`config.mk`:
```
export PLATFORM = sky130hd
export DESIGN_NAME = scc_top
export DESIGN_NICKNAME = d
export VERILOG_FILES = /design/src/design/scc_pkg.sv /design/src/design/scc_rate_gen.sv /design/src/design/scc_top.sv
export SDC_FILE = /design/constraint.sdc
export NUM_CORES = 1
export LEC_CHECK = 0
export ABC_AREA = 1
export BUFFER_PORTS_ARGS = -buffer_cell sky130_fd_sc_hd__buf_2
export CAP_MARGIN = 15
export CORE_MARGIN = 2
export CORE_UTILIZATION = 49
export DETAILED_ROUTE_END_ITERATION = 8
export PLACE_DENSITY = 0.8
export SETUP_SLACK_MARGIN = 0.15
export SYNTH_ARGS = -nofsm -noshare
export SYNTH_HDL_FRONTEND = slang
export SYNTH_SLANG_ARGS = --single-unit
export TNS_END_PERCENT = 1
```
`constraint.sdc`:
```
create_clock -name aclk -period 2.4 [get_ports aclk]
set_input_delay 0.24 -clock aclk [delete_from_list [all_inputs] [get_ports aclk]]
set_output_delay 0.24 -clock aclk [all_outputs]
set_load 0.1 [all_outputs]
```
`src/design/scc_pkg.sv`:
```
/*
 * Package for the serial clock and select configuration block: register map,
 * field positions, reset values and the packed carriers shared by both files.
 * Assumes a 32-bit AXI4-Lite register bus and a single 125 MHz clock.
 */
package scc_pkg;

	// ************************************************************
	// Register map (byte addresses)
	// ************************************************************
	localparam logic [3:0] ADDR_CTRL_ONE   = 4'h0; // Master select, bit order
	localparam logic [3:0] ADDR_CTRL_TWO   = 4'h4; // serial_control_two
	localparam logic [3:0] ADDR_RATE       = 4'h8; // Prescale and rate codes
	localparam logic [3:0] ADDR_STATUS     = 4'hC; // Pin and clock state

	// ************************************************************
	// Field positions
	// ************************************************************
	localparam int BIT_MASTER_SELECT  = 0;
	localparam int BIT_LOW_FIRST      = 1;
	localparam int BIT_SELECT_OUT_EN  = 0; // In control two (bit 0 of 1:0 pair)
	localparam int BIT_MODE_FAULT_EN  = 4;
	localparam logic [7:0] CTRL_TWO_MASK = 8'h1B; // Bits 7,6,5,2 unimplemented
	localparam int RATE_LSB           = 0;
	localparam int PRESCALE_LSB       = 4;
	localparam int CODE_W             = 3;

	// ************************************************************
	// Reset values
	// ************************************************************
	localparam logic [7:0] RST_CTRL_ONE = 8'h00;
	localparam logic [7:0] RST_CTRL_TWO = 8'h00;
	localparam logic [7:0] RST_RATE     = 8'h00;

	// AXI response codes
	localparam logic [1:0] RESP_OKAY   = 2'h0;
	localparam logic [1:0] RESP_SLVERR = 2'h2;

	// Function selected for the slave-select pin
	typedef enum logic [1:0] {
		SEL_GPIO,
		SEL_FAULT_IN,
		SEL_AUTO_OUT,
		SEL_SLAVE_IN
	} scc_sel_mode_t;

	// Configuration handed from registers to the clock generator
	typedef struct packed {
		logic                master_select;
		logic                low_bit_first_enable;
		logic [CODE_W-1:0]   prescale_code;
		logic [CODE_W-1:0]   rate_divider_code;
	} scc_cfg_t;

endpackage

```
`src/design/scc_rate_gen.sv`:
```
/*
 * Master bit-clock generator: prescaler by code+1, then power-of-two divider.
 * Assumes aclk is the bus clock; output is a level clock and a one-cycle tick.
 */
`timescale 1ns/1ps
`default_nettype none

module scc_rate_gen #(
	parameter int CODE_W = 3
) (
	input  wire logic              aclk,
	input  wire logic              aresetn,
	input  wire logic              run,
	input  wire logic [CODE_W-1:0] prescale_code,
	input  wire logic [CODE_W-1:0] rate_divider_code,
	output logic                   bit_clk,
	output logic                   bit_edge
);

	localparam int HALF_W = (1 << CODE_W) - 1; // Bit width of the half-period counter, enough for the largest rate code

	logic [CODE_W-1:0] pre_cnt_ff, nxt_pre_cnt;
	logic [HALF_W-1:0] half_cnt_ff, nxt_half_cnt;
	logic              clk_ff, nxt_clk;
	logic              edge_ff, nxt_edge;
	logic              pre_tick;
	logic [HALF_W-1:0] half_last;

	// ************************************************************
	// Prescaler and rate divider
	// ************************************************************
	// Rate divisor 2^(code+1) means toggling every 2^code prescaler ticks
	always_comb begin
		pre_tick     = (pre_cnt_ff == prescale_code); // [RULE6] [RULE10]
		half_last    = HALF_W'((1 << rate_divider_code) - 1); // [RULE7]
		nxt_pre_cnt  = pre_cnt_ff;
		nxt_half_cnt = half_cnt_ff;
		nxt_clk      = clk_ff;
		nxt_edge     = 1'b0;
		if (!run) begin
			nxt_pre_cnt  = '0;
			nxt_half_cnt = '0;
			nxt_clk      = 1'b0;
		end else begin
			nxt_pre_cnt = pre_tick ? '0 : pre_cnt_ff + 1'b1;
			if (pre_tick) begin // [RULE8]
				if (half_cnt_ff >= half_last) begin
					nxt_half_cnt = '0;
					nxt_clk      = ~clk_ff;
					nxt_edge     = 1'b1;
				end else begin
					nxt_half_cnt = half_cnt_ff + 1'b1;
				end
			end
		end
	end

	// Registers only
	always_ff @(posedge aclk) begin
		if (!aresetn) begin
			pre_cnt_ff  <= '0;
			half_cnt_ff <= '0;
			clk_ff      <= 1'b0;
			edge_ff     <= 1'b0;
		end else begin
			pre_cnt_ff  <= nxt_pre_cnt;
			half_cnt_ff <= nxt_half_cnt;
			clk_ff      <= nxt_clk;
			edge_ff     <= nxt_edge;
		end
	end

	assign bit_clk  = clk_ff;
	assign bit_edge = edge_ff;

endmodule

`default_nettype wire

```
`src/design/scc_top.sv`:
```
/*
 * Clock and select configuration of a serial peripheral interface, with an
 * AXI4-Lite register slave. Assumes the shift engine sits outside and uses
 * bit_clk, low_bit_first and the select pin controls given here.
 */
`timescale 1ns/1ps
`default_nettype none

// Behaviour
// RULE1: Master, fault disabled: select pin is plain GPIO, block leaves it alone.
// RULE2: Master, fault on, output off: select pin is a monitored fault input.
// RULE3: Master, fault on, output on: block drives select pin automatically.
// RULE4: Slave: select pin is always the select input, other bits ignored.
// RULE5: Bit-order bit 1 shifts LSB first, 0 shifts MSB first.
// RULE6: Prescaler divides by prescale code plus one, 1 to 8.
// RULE7: Rate divider divides by two to the power code plus one.
// RULE8: Prescaler feeds rate divider; its output is master bit clock.
// RULE9: Control two bits 7,6,5,2 read zero and ignore writes.
// RULE10: Prescaler input is the bus clock.
module scc_top (
	input  wire logic        aclk,
	input  wire logic        aresetn,
	input  wire logic [3:0]  s_axi_awaddr,
	input  wire logic        s_axi_awvalid,
	output logic             s_axi_awready,
	input  wire logic [31:0] s_axi_wdata,
	input  wire logic [3:0]  s_axi_wstrb,
	input  wire logic        s_axi_wvalid,
	output logic             s_axi_wready,
	output logic [1:0]       s_axi_bresp,
	output logic             s_axi_bvalid,
	input  wire logic        s_axi_bready,
	input  wire logic [3:0]  s_axi_araddr,
	input  wire logic        s_axi_arvalid,
	output logic             s_axi_arready,
	output logic [31:0]      s_axi_rdata,
	output logic [1:0]       s_axi_rresp,
	output logic             s_axi_rvalid,
	input  wire logic        s_axi_rready,
	input  wire logic        xfer_active,
	input  wire logic        select_assert,
	input  wire logic        slave_select_pin_in,
	output logic             slave_select_pin_out,
	output logic             slave_select_pin_oe_n,
	output logic             spi_owns_select,
	output logic             slave_selected,
	output logic             mode_fault,
	output logic             bit_clk,
	output logic             bit_edge,
	output logic             low_bit_first
);

	logic [7:0] ctrl1_ff, nxt_ctrl1;
	logic [7:0] ctrl2_ff, nxt_ctrl2;
	logic [7:0] rate_ff, nxt_rate;
	logic       aw_ff, nxt_aw;
	logic       w_ff, nxt_w;
	logic [3:0] awaddr_ff, nxt_awaddr;
	logic [7:0] wbyte_ff, nxt_wbyte;
	logic       wstrb0_ff, nxt_wstrb0;
	logic       bvalid_ff, nxt_bvalid;
	logic [1:0] bresp_ff, nxt_bresp;
	logic       rvalid_ff, nxt_rvalid;
	logic [1:0] rresp_ff, nxt_rresp;
	logic [31:0] rdata_ff, nxt_rdata;
	logic       ss_meta_ff, ss_sync_ff;
	logic       ss_out_ff, nxt_ss_out;
	logic       oe_n_ff, nxt_oe_n;
	logic       sel_ff, nxt_sel;
	logic       fault_ff, nxt_fault;
	logic       lsb_ff;
	scc_pkg::scc_cfg_t    cfg;
	scc_pkg::scc_sel_mode_t sel_mode;
	logic       do_write;

	// Mask of writable bits per register; unmapped offsets give none
	function automatic logic [7:0] wr_mask(input logic [3:0] a);
		unique case (a)
			scc_pkg::ADDR_CTRL_ONE: wr_mask = 8'h03;
			scc_pkg::ADDR_CTRL_TWO: wr_mask = scc_pkg::CTRL_TWO_MASK; // [RULE9]
			scc_pkg::ADDR_RATE:     wr_mask = 8'h77;
			default:                wr_mask = 8'h00;
		endcase
	endfunction

	function automatic logic is_mapped(input logic [3:0] a);
		is_mapped = (a == scc_pkg::ADDR_CTRL_ONE) || (a == scc_pkg::ADDR_CTRL_TWO) ||
			(a == scc_pkg::ADDR_RATE) || (a == scc_pkg::ADDR_STATUS);
	endfunction

	// ************************************************************
	// AXI4-Lite slave
	// ************************************************************
	// Address and data latched independently; response only once both held
	assign s_axi_awready = !aw_ff && !bvalid_ff;
	assign s_axi_wready  = !w_ff && !bvalid_ff;
	assign s_axi_arready = !rvalid_ff;
	assign do_write      = aw_ff && w_ff && !bvalid_ff;

	always_comb begin
		nxt_aw     = aw_ff;
		nxt_w      = w_ff;
		nxt_awaddr = awaddr_ff;
		nxt_wbyte  = wbyte_ff;
		nxt_wstrb0 = wstrb0_ff;
		nxt_bvalid = bvalid_ff;
		nxt_bresp  = bresp_ff;
		nxt_ctrl1  = ctrl1_ff;
		nxt_ctrl2  = ctrl2_ff;
		nxt_rate   = rate_ff;
		if (s_axi_awvalid && s_axi_awready) begin
			nxt_aw     = 1'b1;
			nxt_awaddr = {s_axi_awaddr[3:2], 2'h0};
		end
		if (s_axi_wvalid && s_axi_wready) begin
			nxt_w      = 1'b1;
			nxt_wbyte  = s_axi_wdata[7:0];
			nxt_wstrb0 = s_axi_wstrb[0];
		end
		if (do_write) begin
			nxt_aw     = 1'b0;
			nxt_w      = 1'b0;
			nxt_bvalid = 1'b1;
			nxt_bresp  = is_mapped(awaddr_ff) ? scc_pkg::RESP_OKAY : scc_pkg::RESP_SLVERR;
			if (wstrb0_ff) begin
				unique case (awaddr_ff)
					scc_pkg::ADDR_CTRL_ONE: nxt_ctrl1 = wbyte_ff & wr_mask(awaddr_ff);
					scc_pkg::ADDR_CTRL_TWO: nxt_ctrl2 = wbyte_ff & wr_mask(awaddr_ff); // [RULE9]
					scc_pkg::ADDR_RATE:     nxt_rate  = wbyte_ff & wr_mask(awaddr_ff);
					default:                ; // Status is read-only, write dropped
				endcase
			end
		end
		if (bvalid_ff && s_axi_bready)
			nxt_bvalid = 1'b0;
	end

	// Read path: data registered one cycle after the address is taken
	always_comb begin
		nxt_rvalid = rvalid_ff;
		nxt_rresp  = rresp_ff;
		nxt_rdata  = rdata_ff;
		if (s_axi_arvalid && s_axi_arready) begin
			nxt_rvalid = 1'b1;
			nxt_rresp  = is_mapped(s_axi_araddr) ? scc_pkg::RESP_OKAY : scc_pkg::RESP_SLVERR;
			unique case ({s_axi_araddr[3:2], 2'h0})
				scc_pkg::ADDR_CTRL_ONE: nxt_rdata = {24'h0, ctrl1_ff};
				scc_pkg::ADDR_CTRL_TWO: nxt_rdata = {24'h0, ctrl2_ff & scc_pkg::CTRL_TWO_MASK}; // [RULE9]
				scc_pkg::ADDR_RATE:     nxt_rdata = {24'h0, rate_ff};
				default:                nxt_rdata = {26'h0, mode_fault, slave_selected,
					spi_owns_select, bit_clk, sel_mode};
			endcase
		end else if (rvalid_ff && s_axi_rready) begin
			nxt_rvalid = 1'b0;
		end
	end

	always_ff @(posedge aclk) begin
		if (!aresetn) begin
			aw_ff     <= 1'b0;
			w_ff      <= 1'b0;
			awaddr_ff <= 4'h0;
			wbyte_ff  <= 8'h00;
			wstrb0_ff <= 1'b0;
			bvalid_ff <= 1'b0;
			bresp_ff  <= scc_pkg::RESP_OKAY;
			rvalid_ff <= 1'b0;
			rresp_ff  <= scc_pkg::RESP_OKAY;
			rdata_ff  <= 32'h0;
			ctrl1_ff  <= scc_pkg::RST_CTRL_ONE;
			ctrl2_ff  <= scc_pkg::RST_CTRL_TWO;
			rate_ff   <= scc_pkg::RST_RATE;
		end else begin
			aw_ff     <= nxt_aw;
			w_ff      <= nxt_w;
			awaddr_ff <= nxt_awaddr;
			wbyte_ff  <= nxt_wbyte;
			wstrb0_ff <= nxt_wstrb0;
			bvalid_ff <= nxt_bvalid;
			bresp_ff  <= nxt_bresp;
			rvalid_ff <= nxt_rvalid;
			rresp_ff  <= nxt_rresp;
			rdata_ff  <= nxt_rdata;
			ctrl1_ff  <= nxt_ctrl1;
			ctrl2_ff  <= nxt_ctrl2;
			rate_ff   <= nxt_rate;
		end
	end

	assign s_axi_bvalid = bvalid_ff;
	assign s_axi_bresp  = bresp_ff;
	assign s_axi_rvalid = rvalid_ff;
	assign s_axi_rresp  = rresp_ff;
	assign s_axi_rdata  = rdata_ff;

	// ************************************************************
	// Configuration and pin function
	// ************************************************************
	// One process drives the whole carrier so it has a single driver
	always_comb begin
		cfg.master_select        = ctrl1_ff[scc_pkg::BIT_MASTER_SELECT];
		cfg.low_bit_first_enable = ctrl1_ff[scc_pkg::BIT_LOW_FIRST];
		cfg.prescale_code        = rate_ff[scc_pkg::PRESCALE_LSB +: scc_pkg::CODE_W];
		cfg.rate_divider_code    = rate_ff[scc_pkg::RATE_LSB +: scc_pkg::CODE_W];
	end

	// Pin function decode; slave mode ignores both enables
	always_comb begin
		if (!cfg.master_select)
			sel_mode = scc_pkg::SEL_SLAVE_IN; // [RULE4]
		else if (!ctrl2_ff[scc_pkg::BIT_MODE_FAULT_EN])
			sel_mode = scc_pkg::SEL_GPIO; // [RULE1]
		else if (!ctrl2_ff[scc_pkg::BIT_SELECT_OUT_EN])
			sel_mode = scc_pkg::SEL_FAULT_IN; // [RULE2]
		else
			sel_mode = scc_pkg::SEL_AUTO_OUT; // [RULE3]
	end

	// Pin level passes two flops before use; fault is sticky until master drops
	always_comb begin
		nxt_ss_out = 1'b1;
		nxt_oe_n   = 1'b1;
		nxt_sel    = 1'b0;
		nxt_fault  = fault_ff && cfg.master_select;
		unique case (sel_mode)
			scc_pkg::SEL_AUTO_OUT: begin
				nxt_oe_n   = 1'b0; // [RULE3]
				nxt_ss_out = !select_assert;
			end
			scc_pkg::SEL_FAULT_IN: nxt_fault = fault_ff || !ss_sync_ff; // [RULE2]
			scc_pkg::SEL_SLAVE_IN: nxt_sel = !ss_sync_ff; // [RULE4]
			scc_pkg::SEL_GPIO:     nxt_sel = 1'b0; // [RULE1]
		endcase
	end

	always_ff @(posedge aclk) begin
		if (!aresetn) begin
			ss_meta_ff <= 1'b1;
			ss_sync_ff <= 1'b1;
			ss_out_ff  <= 1'b1;
			oe_n_ff    <= 1'b1;
			sel_ff     <= 1'b0;
			fault_ff   <= 1'b0;
			lsb_ff     <= 1'b0;
		end else begin
			ss_meta_ff <= slave_select_pin_in;
			ss_sync_ff <= ss_meta_ff;
			ss_out_ff  <= nxt_ss_out;
			oe_n_ff    <= nxt_oe_n;
			sel_ff     <= nxt_sel;
			fault_ff   <= nxt_fault;
			lsb_ff     <= cfg.low_bit_first_enable; // [RULE5]
		end
	end

	assign slave_select_pin_out  = ss_out_ff;
	assign slave_select_pin_oe_n = oe_n_ff;
	assign spi_owns_select       = (sel_mode != scc_pkg::SEL_GPIO); // [RULE1]
	assign slave_selected        = sel_ff;
	assign mode_fault            = fault_ff;
	assign low_bit_first         = lsb_ff;

	// ************************************************************
	// Master bit clock
	// ************************************************************
	scc_rate_gen #(
		.CODE_W (scc_pkg::CODE_W)
	) u_rate (
		.aclk              (aclk),
		.aresetn           (aresetn),
		.run               (cfg.master_select && xfer_active), // [RULE8]
		.prescale_code     (cfg.prescale_code),
		.rate_divider_code (cfg.rate_divider_code),
		.bit_clk           (bit_clk),
		.bit_edge          (bit_edge)
	);

endmodule

`default_nettype wire

```
# --- Yosys cells after proc, flatten, opt, wreduce, memory -nomap -nowiden ---
# Cells that the tools add are included.
op_classes:
  n_reduce_logical: 40
  muxes: 21
  magnitude_cmp: 1
  n_addsub: 3
  shift: 1
  eq_ne: 12
  n_bitwise: 6
op_table:
  columns: ["cell", "count"]
  rows:
  - ["$mux 8", 6]
  - ["$pmux 8 s3", 1]
  - ["$and 8x8->8", 2]
  - ["$mux 5", 3]
  - ["$reduce_and 3->1", 4]
  - ["$logic_and 1x1->1", 11]
  - ["$eq 2x2->1 const B", 5]
  - ["$mux 2", 5]
  - ["$eq 4x4->1 const B", 2]
  - ["$logic_not 4->1", 2]
  - ["$reduce_and 2->1", 4]
  - ["$add 7x1->7 const B", 1]
  - ["$ge 7x7->1", 1]
  - ["$logic_or 1x1->1", 7]
  - ["$mux 7", 1]
  - ["$shl 1x3->7 const A", 1]
  - ["$sub 7x2->7 const B", 1]
  - ["$eq 2x1->1 const B", 3]
  - ["$logic_not 1->1", 6]
  - ["$and 5x5->5", 1]
  - ["$mux 1", 5]
  - ["$eq 4x3->1 const B", 1]
  - ["$reduce_bool 2->1", 2]
  - ["$reduce_or 2->1", 2]
  - ["other kinds (5)", 7]
totals:
  output_inout_bits: 49
  in_bits: 54
  regBits: 91
  elab_cells: 108

# --- Logic depth before layout (Yosys ltp) ---
# Gate-level depths: netlist (run 1).
depth:
  word_depth: 5
  depth_mapped: 14
  ltp_nobuf: 14

# --- Modules after synthesis ---
# A second synthesis (run 1) with hierarchy kept.
unflattened:
  cells_unflattened: 384
  hier_area_um2: 2708.8
by_module_without_submodules:
  columns: ["mod", "seq_area_each_um2", "instances", "cells_each", "area_per_inst_um2"]
  rows:
  - ["scc_top", 840.8, 1, 258, 1880.6]
  - ["scc_rate_gen", 240.2, 1, 126, 828.3]

# --- Worst setup path after synthesis (run 1) ---
# No wires, ideal clock.
synth_path:
  path_kind: "reg2reg"
  start: "reg bvalid_ff (netlist: s_axi_bvalid)"
  end: "reg wbyte_ff[0]"
  t_arrival_ns: 2.934
  slack_ns: -0.599
  setup_time_ns: 0.065
  path_buffers: 0
  synth_period_minus_slack_ns: 2.999
  required_ns: 2.335
  stages_incl_launch_ff: 6
  cell_sequence: "dfxtp_1 > nor2_1 > nand2_1 > inv_1 > nor2_1 > nor2_1"
synth_via:
  elab_chain_len: 3
synth_rtl:
  columns: ["element", "line", "source"]
  rows:
  - ["start: declaration", "scc_top.sv:61", "logic bvalid_ff, nxt_bvalid;"]
  - ["start signal: assignment", "scc_top.sv:179", "bvalid_ff <= nxt_bvalid;"]
  - ["$logic_not 1->1", "scc_top.sv:96", "assign s_axi_wready = !w_ff && !bvalid_ff;"]
  - ["$logic_and 1x1->1", "scc_top.sv:96", null]
  - ["net s_axi_wready", "scc_top.sv:29", "output logic s_axi_wready,"]
  - ["$logic_and 1x1->1", "scc_top.sv:115", "if (s_axi_wvalid && s_axi_wready) begin"]
  - ["end signal: assignment", "scc_top.sv:177", "wbyte_ff <= nxt_wbyte;"]
  - ["end: declaration", "scc_top.sv:59", "logic [7:0] wbyte_ff, nxt_wbyte;"]
# The timed path passes the listed nets, and every way through them passes these cells.
# A chain may end at the register's enable or synchronous reset.

# --- Worst setup path after layout (run 1) ---
layout_path:
  start: "reg rate_ff[0]"
  end: "reg u_rate.half_cnt_ff[6]"
layout_via:
  elab_chain_len: 4
layout_rtl:
  columns: ["element", "line", "source"]
  rows:
  - ["start: declaration", "scc_top.sv:55", "logic [7:0] rate_ff, nxt_rate;"]
  - ["start signal: assignment", "scc_top.sv:172", "rate_ff <= scc_pkg::RST_RATE;"]
  - ["start signal: assignment", "scc_top.sv:186", "rate_ff <= nxt_rate;"]
  - ["$shl 1x3->7", "scc_rate_gen.sv:35", "half_last = HALF_W'((1 << rate_divider_code) - 1);"]
  - ["$sub 7x2->7", "scc_rate_gen.sv:35", null]
  - ["$ge 7x7->1", "scc_rate_gen.sv:47", "if (half_cnt_ff >= half_last) begin"]
  - ["$mux 7", "scc_rate_gen.sv:47", null]
  - ["end signal: assignment", "scc_rate_gen.sv:67", "half_cnt_ff <= nxt_half_cnt;"]
  - ["end: declaration", "scc_rate_gen.sv:23", "logic [HALF_W-1:0] half_cnt_ff, nxt_half_cnt;"]
# No other way between the ends.

==> results of run 1 <==
-- state kept, by name, summed over array words and instances (netlist names), 2 cells and up --
register / count
s_axi_rdata: 7
u_rate.half_cnt_ff: 7
wbyte_ff: 7
rate_ff: 6
ctrl2_ff: 4
u_rate.pre_cnt_ff: 3
awaddr_ff: 2
ctrl1_ff: 2
-- critical path: cells and delay by family (launching register included) --
kind,cells,cell delay (ps)
and+or+nand+nor,7,700
adders and majority gates,2,490
DFF,1,380
AOI/OAI and AO/OA,3,340
xor gates and xnor gates,1,170
-- logic make-up after synthesis --
kind of cell	share of synthesized area [%]
simple gates	22.6
buf+inv	15.8
compound gates	14.0
flops	40.5
fa+ha+maj	4.69
xor+xnor	2.25
other cells	0.140
-- cell usage after synthesis (all sizes together), types with 3 or more instances --
| master | number |
|---|---|
| nor2 | 47 |
| nor3 | 4 |
| o22ai | 4 |
| dfxtp | 54 |
| nand3 | 18 |
| inv | 49 |
| ha | 10 |
| xor2 | 3 |
| o21ai | 33 |
| nand2 | 57 |
| xnor2 | 3 |
| buf | 30 |
| a21oi | 26 |
-- area by class of cell --
class                   count  area (µm²)  share of cell area, %
well taps                  70        87.6                   2.90
flip-flops and latches     54        1090                   36.2
clock buffers               6        82.6                   2.74
clock inverters             2        16.3                  0.539
multi-input cells         246        1290                   42.9
inverters                  49         189                   6.26
repair buffers             49         255                   8.46
-- worst paths after layout --
| kind | start | end |
|---|---|---|
| max | rate_ff[0]$_SDFFE_PN0P_ | u_rate.half_cnt_ff[6]$_SDFFE_PN0P_ |
| min | select_assert | slave_select_pin_out$_SDFF_PN1_ |
| max reg2reg | rate_ff[0]$_SDFFE_PN0P_ | u_rate.half_cnt_ff[6]$_SDFFE_PN0P_ |
| min reg2reg | ss_meta_ff$_SDFF_PN1_ | ss_sync_ff$_SDFF_PN1_ |
-- power breakdown --
part	total (mW)	internal [mW]	switching, mW	leakage (nW)
Clock	0.550	0.238	0.312	0.0478
Sequential	0.944	0.924	0.0206	0.442
Combinational	0.424	0.0562	0.368	0.935
-- repair_timing --
action,4_1_cts,5_1_grt
gates resized for setup,9,9
pin swaps,0,1
hold buffers,0,0
cloned,0,0
setup buffers,0,3
setup endpoints to repair,8,8
-- stage by stage --
| step | cell area [µm²] | instances |
|---|---|---|
| 2_1_floorplan | 2770 | 381 |
| 3_3_place_gp | 2860 | 465 |
| 3_5_place_dp | 2860 | 465 |
| 4_1_cts | 2970 | 473 |
| 5_1_grt | 3020 | 476 |
| 6_report | 3020 | 476 |
-- metal layers --
metal  track usage (%)  wire (µm)  part of all wire, %
met2              31.5       2570                   49
met3              4.30        257                  4.9
met4              7.68        114                  2.2
met1              22.1       2320                   44
met5                 0          0                    0
==> key figures, run 1 <==
Status
  • Run status: finished clean

Worst setup path
  • CP max stage cell: dfxtp_4
  • Slowest stage delay, CP: 380 ps
  • CP cell instances: nor2_4 -> nand2_1 -> ha_2 -> o21ai_2 -> a21oi_2 -> xor2_1 -> ha_1 -> a21o_1 -> nor2_2 -> nand2_2 -> nand2_4 -> nand2_4 -> nor2_1
  • Critical Path Sink Type: register
  • Crit path top cell by count: nand2_4
  • WS Path Type: reg -> reg
  • Top fanout value on the critical path: 6
  • Element type at the critical path start: register
  • R2R Setup Slk: 260 ps
  • Crit path arrival time: 2390 ps
  • Worst-case reg-to-reg path depth: 13
  • Worst EP required: 2650 ps

Power
  • Power Total: 1.92 mW
  • PD cells: 636 nW/µm²
  • Leakage: 1.42 nW
  • Peak VDD IR: 0.490 mV

Drt
  • Drt first pass iters: 4
  • Vias: 2267
  • Antenna Nets Post-Route: 0
  • Detailed Route WL: 5260 µm
  • DR vias/cell: 4.76
  • Avg WL per Cell: 11.1 µm
  • DR iter-0 viols: 70
  • DRC: 0

Yosys
  • Yosys warning count: 0
  • Area contributors post-synth: dfxtp_1, buf_4, nand2_1, inv_1, nor2_1
  • Mapped Cells: 355
  • Largest area contributor in the netlist: dfxtp_1
  • Post-synth EDFFs: 0
  • Synth top area share: 40.5%
  • Post-synth cell types: 37
  • Flops & latches, synth: 54
  • Post-synthesis sequential area ratio: 40.5%
  • Post-synth ARST share: 0%
  • Mean Syn Cell Area: 7.52 µm²
  • Main synth FF type: dfxtp_1
  • Post-synthesis cell area: 2670 µm²

Floorplanning
  • Chip height: 77.8 µm
  • Row Count: 26
  • Core area: 5170 µm²
  • Die Area: 6060 µm²
  • Ports: 103
  • Starting Density: 51.6%
  • Die Wd: 77.8 µm

STA
  • Skew final: 10.8 ps
  • Final Hold Fails: 0
  • Final Cycle Share: 89.2%
  • Worst hold slack: 72.1 ps
  • Crit path time final: 2140 ps
  • Fmax: 467 MHz
  • Final Slew Violations: 0
  • Unrepaired setup endpoints after global routing: true
  • Setup violators final: 0
  • Setup total negative slack: 0 ps
  • Setup slack after layout: 258 ps

Finish
  • Commonest cells after routing, fill and taps aside: nand2_1, dfxtp_1, buf_2, inv_1, nor2_1
  • Ant. Diodes: 0
  • P&R area growth vs syn: 13.0%
  • Post-layout nets: 469
  • Fillers: 481
  • Most common cell after layout, fill and taps aside: nand2_1
  • Final core utilization: 58.3%
  • Share of cells above drive strength 1: 20.9%

Clock network
  • Clock latency at the later pin of the worst-skew pair: 320 ps
  • Largest buffer count on any clock path: 2
  • TritonCTS clock tree: done
  • CTS clock-pin slew for the worst setup and hold paths: 100 ps
  • Clock root cell: clkbuf_8
  • Clock Sink Count: 54
  • Total CTS buffers: 5
  • H-tree levels: 2

GRT
  • Largest net degree at the start of global routing: 32
  • GRT Residual Overflow: 0
  • First-pass GRT wire length: 8980 µm
  • Initial antenna violation count: 0
  • Number of global-route vias before repair: 2091
  • Global router's overall resource usage: 18.4%

Flow run
  • MaxCap Viol Count: 0

Placement
  • Final GP Congestion: 0.821
  • Setup WS pre-CTS: 18.8 ps
  • DPL Wire Length: 4000 µm
  • Port Buf Inserts: 45

Worst hold path
  • Hold crit path type: in -> reg
  • Hold depth: 2
Power figures use the tool's default switching activity.
==> inputs of run 2 (changes only) <==
--- a/config.mk
+++ b/config.mk
@@ -8,7 +8,7 @@
 export ABC_AREA = 1
 export BUFFER_PORTS_ARGS = -buffer_cell sky130_fd_sc_hd__buf_2
 export CAP_MARGIN = 15
-export CORE_MARGIN = 2
+export CORE_MARGIN = 8
 export CORE_UTILIZATION = 49
 export DETAILED_ROUTE_END_ITERATION = 8
 export PLACE_DENSITY = 0.8
==> run 2 against run 1 <==
Setup slack better by 68 ps. Maximum frequency is 3.3% higher. Critical path depth stayed put. Sequential share of layout area hardly changed. Core utilization is 2.2 points lower. Power is 0.27% lower. Largest power group unchanged.
==> key figures, run 2 (synthesis gave the netlist of run 1 again) <==
Placement
  • Final GP Congestion: 0.854 (+4.0%)
  • Port Buf Inserts: 45 (unchanged)
  • Setup WS pre-CTS: 5.16 ps (-13.6 ps)
  • Placed Cells: 468 (+0.65%)
  • DPL Wire Length: 4370 µm (+9.3%)

Drt
  • Drt first pass iters: 4 (unchanged)
  • Detailed Route WL: 5680 µm (+7.9%)
  • DRC: 0 (unchanged)
  • Vias: 2241 (-1.1%)
  • Avg WL per Cell: 11.9 µm (+7.9%)
  • DR iter-0 viols: 126 (+80%)
  • Antenna Nets Post-Route: 0 (unchanged)
  • DR vias/cell: 4.71 (-1.1%)

Worst setup path
  • Worst-case reg-to-reg path depth: 13 (unchanged)
  • Element type at the critical path start: register
  • R2R Setup Slk: 330 ps (+70 ps)
  • CP max stage cell: dfxtp_4
  • Top fanout value on the critical path: 6 (unchanged)
  • Reg2reg end: u_rate.half_cnt_ff[4]$_SDFFE_PN0P_
  • Crit path launch: rate_ff[0]$_SDFFE_PN0P_
  • Slowest stage delay, CP: 380 ps (about the same)
  • Crit path to: u_rate.half_cnt_ff[4]$_SDFFE_PN0P_
  • Worst EP required: 2650 ps (about the same)
  • R2R Path Start: rate_ff[0]$_SDFFE_PN0P_
  • Critical Path Sink Type: register
  • Crit path arrival time: 2320 ps (-70 ps)
  • CP cell instances: nor2_4 -> nand2_2 -> ha_4 -> o21ai_2 -> a21oi_2 -> xor2_1 -> ha_1 -> a21o_1 -> nor2_2 -> nand2_2 -> nand2_4 -> nand2_4 -> nor2_1
  • WS Path Type: reg -> reg

STA
  • Setup slack after layout: 326 ps (+68.1 ps)
  • Setup violators final: 0 (unchanged)
  • Setup total negative slack: 0 ps (unchanged)
  • Fmax: 482 MHz (+3.3%)
  • Final Cycle Share: 86.4% (-2.8 points)
  • Crit path time final: 2070 ps (-68.1 ps)
  • Skew final: 8.30 ps (-2.54 ps)
  • Final Slew Violations: 0 (unchanged)
  • Final Hold Fails: 0 (unchanged)
  • Unrepaired setup endpoints after global routing: false

Power
  • Leakage: 1.41 nW (-0.71%)
  • Net Sw Power: 0.693 mW (-1.1%)
  • Internal power: 1.22 mW (+0.19%)
  • Peak VDD IR: 0.382 mV (-22%)
  • Logic pwr share: 22.3% (+0.2 points)
  • Flop pwr share: 49.4% (+0.2 points)
  • Clock share of power: 28.3% (-0.4 points)
  • Sw Ratio: 36.2% (-0.29 points)
  • PD cells: 635 nW/µm² (-0.14%)

Floorplanning
  • Core area: 5370 µm² (+3.8%)
  • Row Count: 27 (+3.8%)
  • Ports: 103 (unchanged)
  • Die Area: 8070 µm² (+33%)
  • Chip height: 89.8 µm (+15%)
  • Die Wd: 89.8 µm (+15%)
  • Starting Density: 49.7% (-1.9 points)

Finish
  • P&R area growth vs syn: 12.8%
  • Post-layout nets: 467 (-0.43%)
  • Commonest cells after routing, fill and taps aside: nand2_1, dfxtp_1, inv_1, buf_2, nor2_1
  • Most common cell after layout, fill and taps aside: nand2_1
  • Final core utilization: 56.1% (-2.2 points)
  • Share of cells above drive strength 1: 20.3% (-0.64 points)
  • Fillers: 508 (+5.6%)
  • Ant. Diodes: 0 (unchanged)
  • Post-Layout Cell Count: 476 (unchanged)

GRT
  • Met3 usage in global routing: 4.24% (-0.063 points)
  • Largest net degree at the start of global routing: 32 (unchanged)
  • Number of global-route vias before repair: 2182 (+4.4%)
  • Global router's overall resource usage: 14.2% (-4.2 points)
  • First-pass GRT wire length: 9700 µm (+8.0%)
  • Met2 Resource Use GR: 25.8% (-5.7 points)
  • Initial antenna violation count: 0 (unchanged)
  • GRT Residual Overflow: 0 (unchanged)
  • GR met1 Demand/Resource: 15.2% (-6.8 points)
  • GR peak layer: met2

Clock network
  • TritonCTS clock tree: done
  • Clock Sink Count: 54 (unchanged)
  • Total CTS buffers: 5 (unchanged)
  • H-tree levels: 2 (unchanged)
  • Clock latency at the later pin of the worst-skew pair: 310 ps (about the same)
  • Clock root cell: clkbuf_8
  • Largest buffer count on any clock path: 2 (unchanged)
  • Setup Buffers After CTS: 0 (unchanged)
  • CTS clock-pin slew for the worst setup and hold paths: 100 ps (about the same)

Flow run
  • MaxCap Viol Count: 0 (unchanged)

Worst hold path
  • Hold crit path type: in -> reg

Status
  • Run status: finished clean
run 2: layer usage:
layer	share of wire [%]	vias to the layer above
met5	0	-
met2	51	52
met1	42	1007
li1	-	1175
met3	5.3	7
met4	1.3	0
run 2: worst min path at each step:
stage,startpoint,to,slack [ps],depth (start not counted)
after floorplan,select_assert,slave_select_pin_out$_SDFF_PN1_,310,1
after CTS,select_assert,slave_select_pin_out$_SDFF_PN1_,80,2
after detailed placement,ss_meta_ff$_SDFF_PN1_,ss_sync_ff$_SDFF_PN1_,400,1
after global routing,select_assert,slave_select_pin_out$_SDFF_PN1_,90,2
after global placement,ss_meta_ff$_SDFF_PN1_,ss_sync_ff$_SDFF_PN1_,390,1
final,select_assert,slave_select_pin_out$_SDFF_PN1_,90,2
run 2: area by class of cell:
class	instances	area [µm²]	area share, %
Clock buffer	7	86.3	2.87
Clock inverter	1	8.76	0.291
Inverter	49	189	6.27
Multi-Input combinational cell	246	1310	43.4
Sequential cell	54	1090	36.2
Tap cell	72	90.1	2.99
Timing Repair Buffer	47	240	7.97
run 2: metrics by stage:
| step | power [mW] | area [µm²] | hold WS (ps) |
|---|---|---|---|
| after floorplan | 1.37 | 2770 | 309 |
| after global placement | 1.39 | 2870 | 394 |
| after detailed placement | 1.39 | 2870 | 398 |
| after CTS | 1.92 | 2970 | 83.9 |
| after global routing | 1.99 | 3010 | 89.2 |
| final | 1.91 | 3010 | 92.9 |
run 2: power by group through the flow:
stage	clock [mW]	sequential, mW	combinational (mW)
global placement	0	0.967	0.419
CTS	0.551	0.948	0.425
floorplan	0	1.02	0.349
finish	0.541	0.946	0.426
detailed placement	0	0.969	0.424
global route	0.591	0.950	0.449
run 2: critical path, delay by kind of cell, from the launching register on:
family,cells,cell delay [ps]
and+or+nand+nor,7,670
AOI/OAI and AO/OA,3,340
xor gates and xnor gates,1,160
DFF,1,380
adders and majority gates,2,460
run 2: what timing repair did:
item,4_1_cts,5_1_grt
cloned,0,0
setup endpoints to repair,8,9
pin swaps,0,3
endpoints found under the hold margin,0,0
resized for setup,7,11
hold buffers,0,0
==> inputs of run 3 (changes only) <==
--- a/config.mk
+++ b/config.mk
@@ -8,6 +8,7 @@
 export ABC_AREA = 1
 export BUFFER_PORTS_ARGS = -buffer_cell sky130_fd_sc_hd__buf_2
 export CAP_MARGIN = 15
+export CORE_ASPECT_RATIO = 0.8
 export CORE_MARGIN = 8
 export CORE_UTILIZATION = 49
 export DETAILED_ROUTE_END_ITERATION = 8
==> run 3 against run 2 <==
Count of clock-buffer cells in the layout fell by 1. Sequential share of layout area about the same. First-iteration DRC count up 37%. Die area rose by 0.18%. Critical path depth unchanged. Power is 0.16% lower. Final area about the same. Flip-flop and latch count stayed put. Global-route usage increased by 0.27 points. Core utilization rose by 0.30 points. Hold slack worse by 8.3 ps.
==> key figures, run 3 (synthesis gave the netlist of run 1 again) <==
Drt
  • DR iter-0 viols: 172 (+37%)
  • Avg WL per Cell: 12.6 µm (+6.0%)
  • DR vias/cell: 5.00 (+6.2%)
  • Vias: 2341 (+4.5%)
  • Antenna Nets Post-Route: 0 (unchanged)
  • Drt first pass iters: 4 (unchanged)
  • Detailed Route WL: 5920 µm (+4.2%)
  • DRC: 0 (unchanged)

GRT
  • Global router's overall resource usage: 14.5% (+0.27 points)
  • Largest net degree at the start of global routing: 32 (unchanged)
  • GRT Residual Overflow: 0 (unchanged)
  • Number of global-route vias before repair: 2161 (-0.96%)
  • First-pass GRT wire length: 9560 µm (-1.5%)
  • Initial antenna violation count: 0 (unchanged)

Clock network
  • TritonCTS clock tree: done
  • Clock root cell: clkbuf_8
  • Largest buffer count on any clock path: 2 (unchanged)
  • CTS clock-pin slew for the worst setup and hold paths: 90 ps (about the same)
  • H-tree levels: 2 (unchanged)
  • Total CTS buffers: 5 (unchanged)
  • Clock Sink Count: 54 (unchanged)
  • Clock latency at the later pin of the worst-skew pair: 310 ps (about the same)

Worst setup path
  • Crit path arrival time: 2340 ps (+20 ps)
  • WS Path Type: reg -> reg
  • Element type at the critical path start: register
  • Critical Path Sink Type: register
  • CP cell instances: nor2_4 -> nand2_2 -> ha_4 -> o21ai_2 -> a21oi_2 -> xor2_1 -> ha_1 -> a21o_1 -> nor2_2 -> nand2_2 -> nand2_4 -> nand2_4 -> nor2_1
  • Top fanout value on the critical path: 6 (unchanged)
  • Worst EP required: 2650 ps (about the same)
  • Slowest stage delay, CP: 370 ps (about the same)
  • CP max stage cell: dfxtp_2

Finish
  • Final core utilization: 56.4% (+0.30 points)
  • Ant. Diodes: 0 (unchanged)
  • Register area: 1090 µm² (unchanged)
  • Post-layout nets: 466 (-0.21%)
  • Commonest cells after routing, fill and taps aside: nand2_1, dfxtp_1, buf_2, inv_1, nor2_1
  • Fillers: 513 (+0.98%)
  • Share of cells above drive strength 1: 21.6% (+1.3 points)
  • Area of the multi-input gates: 1320 µm² (+0.76%)
  • P&R area growth vs syn: 12.9% (about the same)

Worst hold path
  • Hold crit path type: in -> reg

Placement
  • Final GP Congestion: 0.822 (-3.7%)
  • Port Buf Inserts: 45 (unchanged)
  • DPL Wire Length: 4550 µm (+4.0%)
  • Setup WS pre-CTS: -20.0 ps (-25.2 ps)

STA
  • Final Slew Violations: 0 (unchanged)
  • Worst hold slack: 84.6 ps (-8.34 ps)
  • Crit path time final: 2090 ps (+14.9 ps)
  • Setup total negative slack: 0 ps (unchanged)
  • Setup violators final: 0 (unchanged)
  • Skew final: 2.67 ps (-5.62 ps)
  • Unrepaired setup endpoints after global routing: false
  • Final Hold Fails: 0 (unchanged)
  • Setup slack after layout: 311 ps (-14.9 ps)
  • Fmax: 479 MHz (-0.71%)
  • Final Cycle Share: 87.0% (+0.62 points)

Floorplanning
  • Ports: 103 (unchanged)
  • Core area: 5350 µm² (-0.49%)
  • Row Count: 24 (-11%)
  • Die Area: 8080 µm² (+0.18%)
  • Die Wd: 98.5 µm (+9.7%)
  • Chip height: 82.0 µm (-8.7%)
  • Starting Density: 50.0% (+0.24 points)

Power
  • Leakage: 1.41 nW (-0.16%)
  • PD cells: 634 nW/µm² (-0.20%)
  • Peak VDD IR: 0.337 mV (-12%)

Status
  • Run status: finished clean

Flow run
  • MaxCap Viol Count: 0 (unchanged)
## run 3: report_power, final
group / switching, mW / leakage [nW] / internal [mW]
Sequential: 0.0218 / 0.442 / 0.925
Clock: 0.299 / 0.0514 / 0.238
Combinational: 0.371 / 0.919 / 0.0565
Total: 0.691 / 1.41 / 1.22
## run 3: critical path: cells and delay by family (launching register included)
kind                     cells  cell delay [ps]
AO/OA/AOI/OAI                3              330
XOR/XNOR                     1              150
adder cells (fa/ha/maj)      2              500
flip-flops                   1              370
AND/OR/NAND/NOR              7              690
## run 3: per-layer routing
layer  part of all wire, %  GRT usage, %  up-vias  wire (µm)
met5                     0             0        -          0
met4                   1.1          3.21        0         66
met3                   8.2          5.08        9        483
met2                    48          25.0       95       2830
met1                    43          17.2     1057       2540
li1                      -             -     1180          -
## run 3: worst paths after layout
kind                            from                                  to  slack [ps]  cells past startpoint
max reg2reg  rate_ff[0]$_SDFFE_PN0P_  u_rate.half_cnt_ff[2]$_SDFFE_PN0P_         310                     13
min                    select_assert     slave_select_pin_out$_SDFF_PN1_          80                      2
max          rate_ff[0]$_SDFFE_PN0P_  u_rate.half_cnt_ff[2]$_SDFFE_PN0P_         310                     13
min reg2reg    ss_sync_ff$_SDFF_PN1_           slave_selected$_SDFF_PN0_         420                      1
## run 3: through the flow
| stage | cells | instance area [µm²] | total power [mW] |
|---|---|---|---|
| after floorplan | 381 | 2770 | 1.37 |
| after global placement | 459 | 2840 | 1.39 |
| after detailed placement | 459 | 2840 | 1.39 |
| after CTS | 467 | 2960 | 1.93 |
| after global routing | 468 | 3010 | 1.99 |
| final | 468 | 3010 | 1.91 |
## run 3: what timing repair did
item	CTS	global route
resized for setup	8	16
endpoints found under the setup margin	8	9
setup buffers	0	1
pin swaps	1	5
hold buffers	0	0
## run 3: final cells by class
type	count	share of cell area [%]
flip-flops and latches	54	36.2
well taps	65	2.70
multi-input cells	246	43.8
inverters	49	6.35
clock inverters	2	0.581
clock buffers	6	2.74
repair buffers	46	7.72
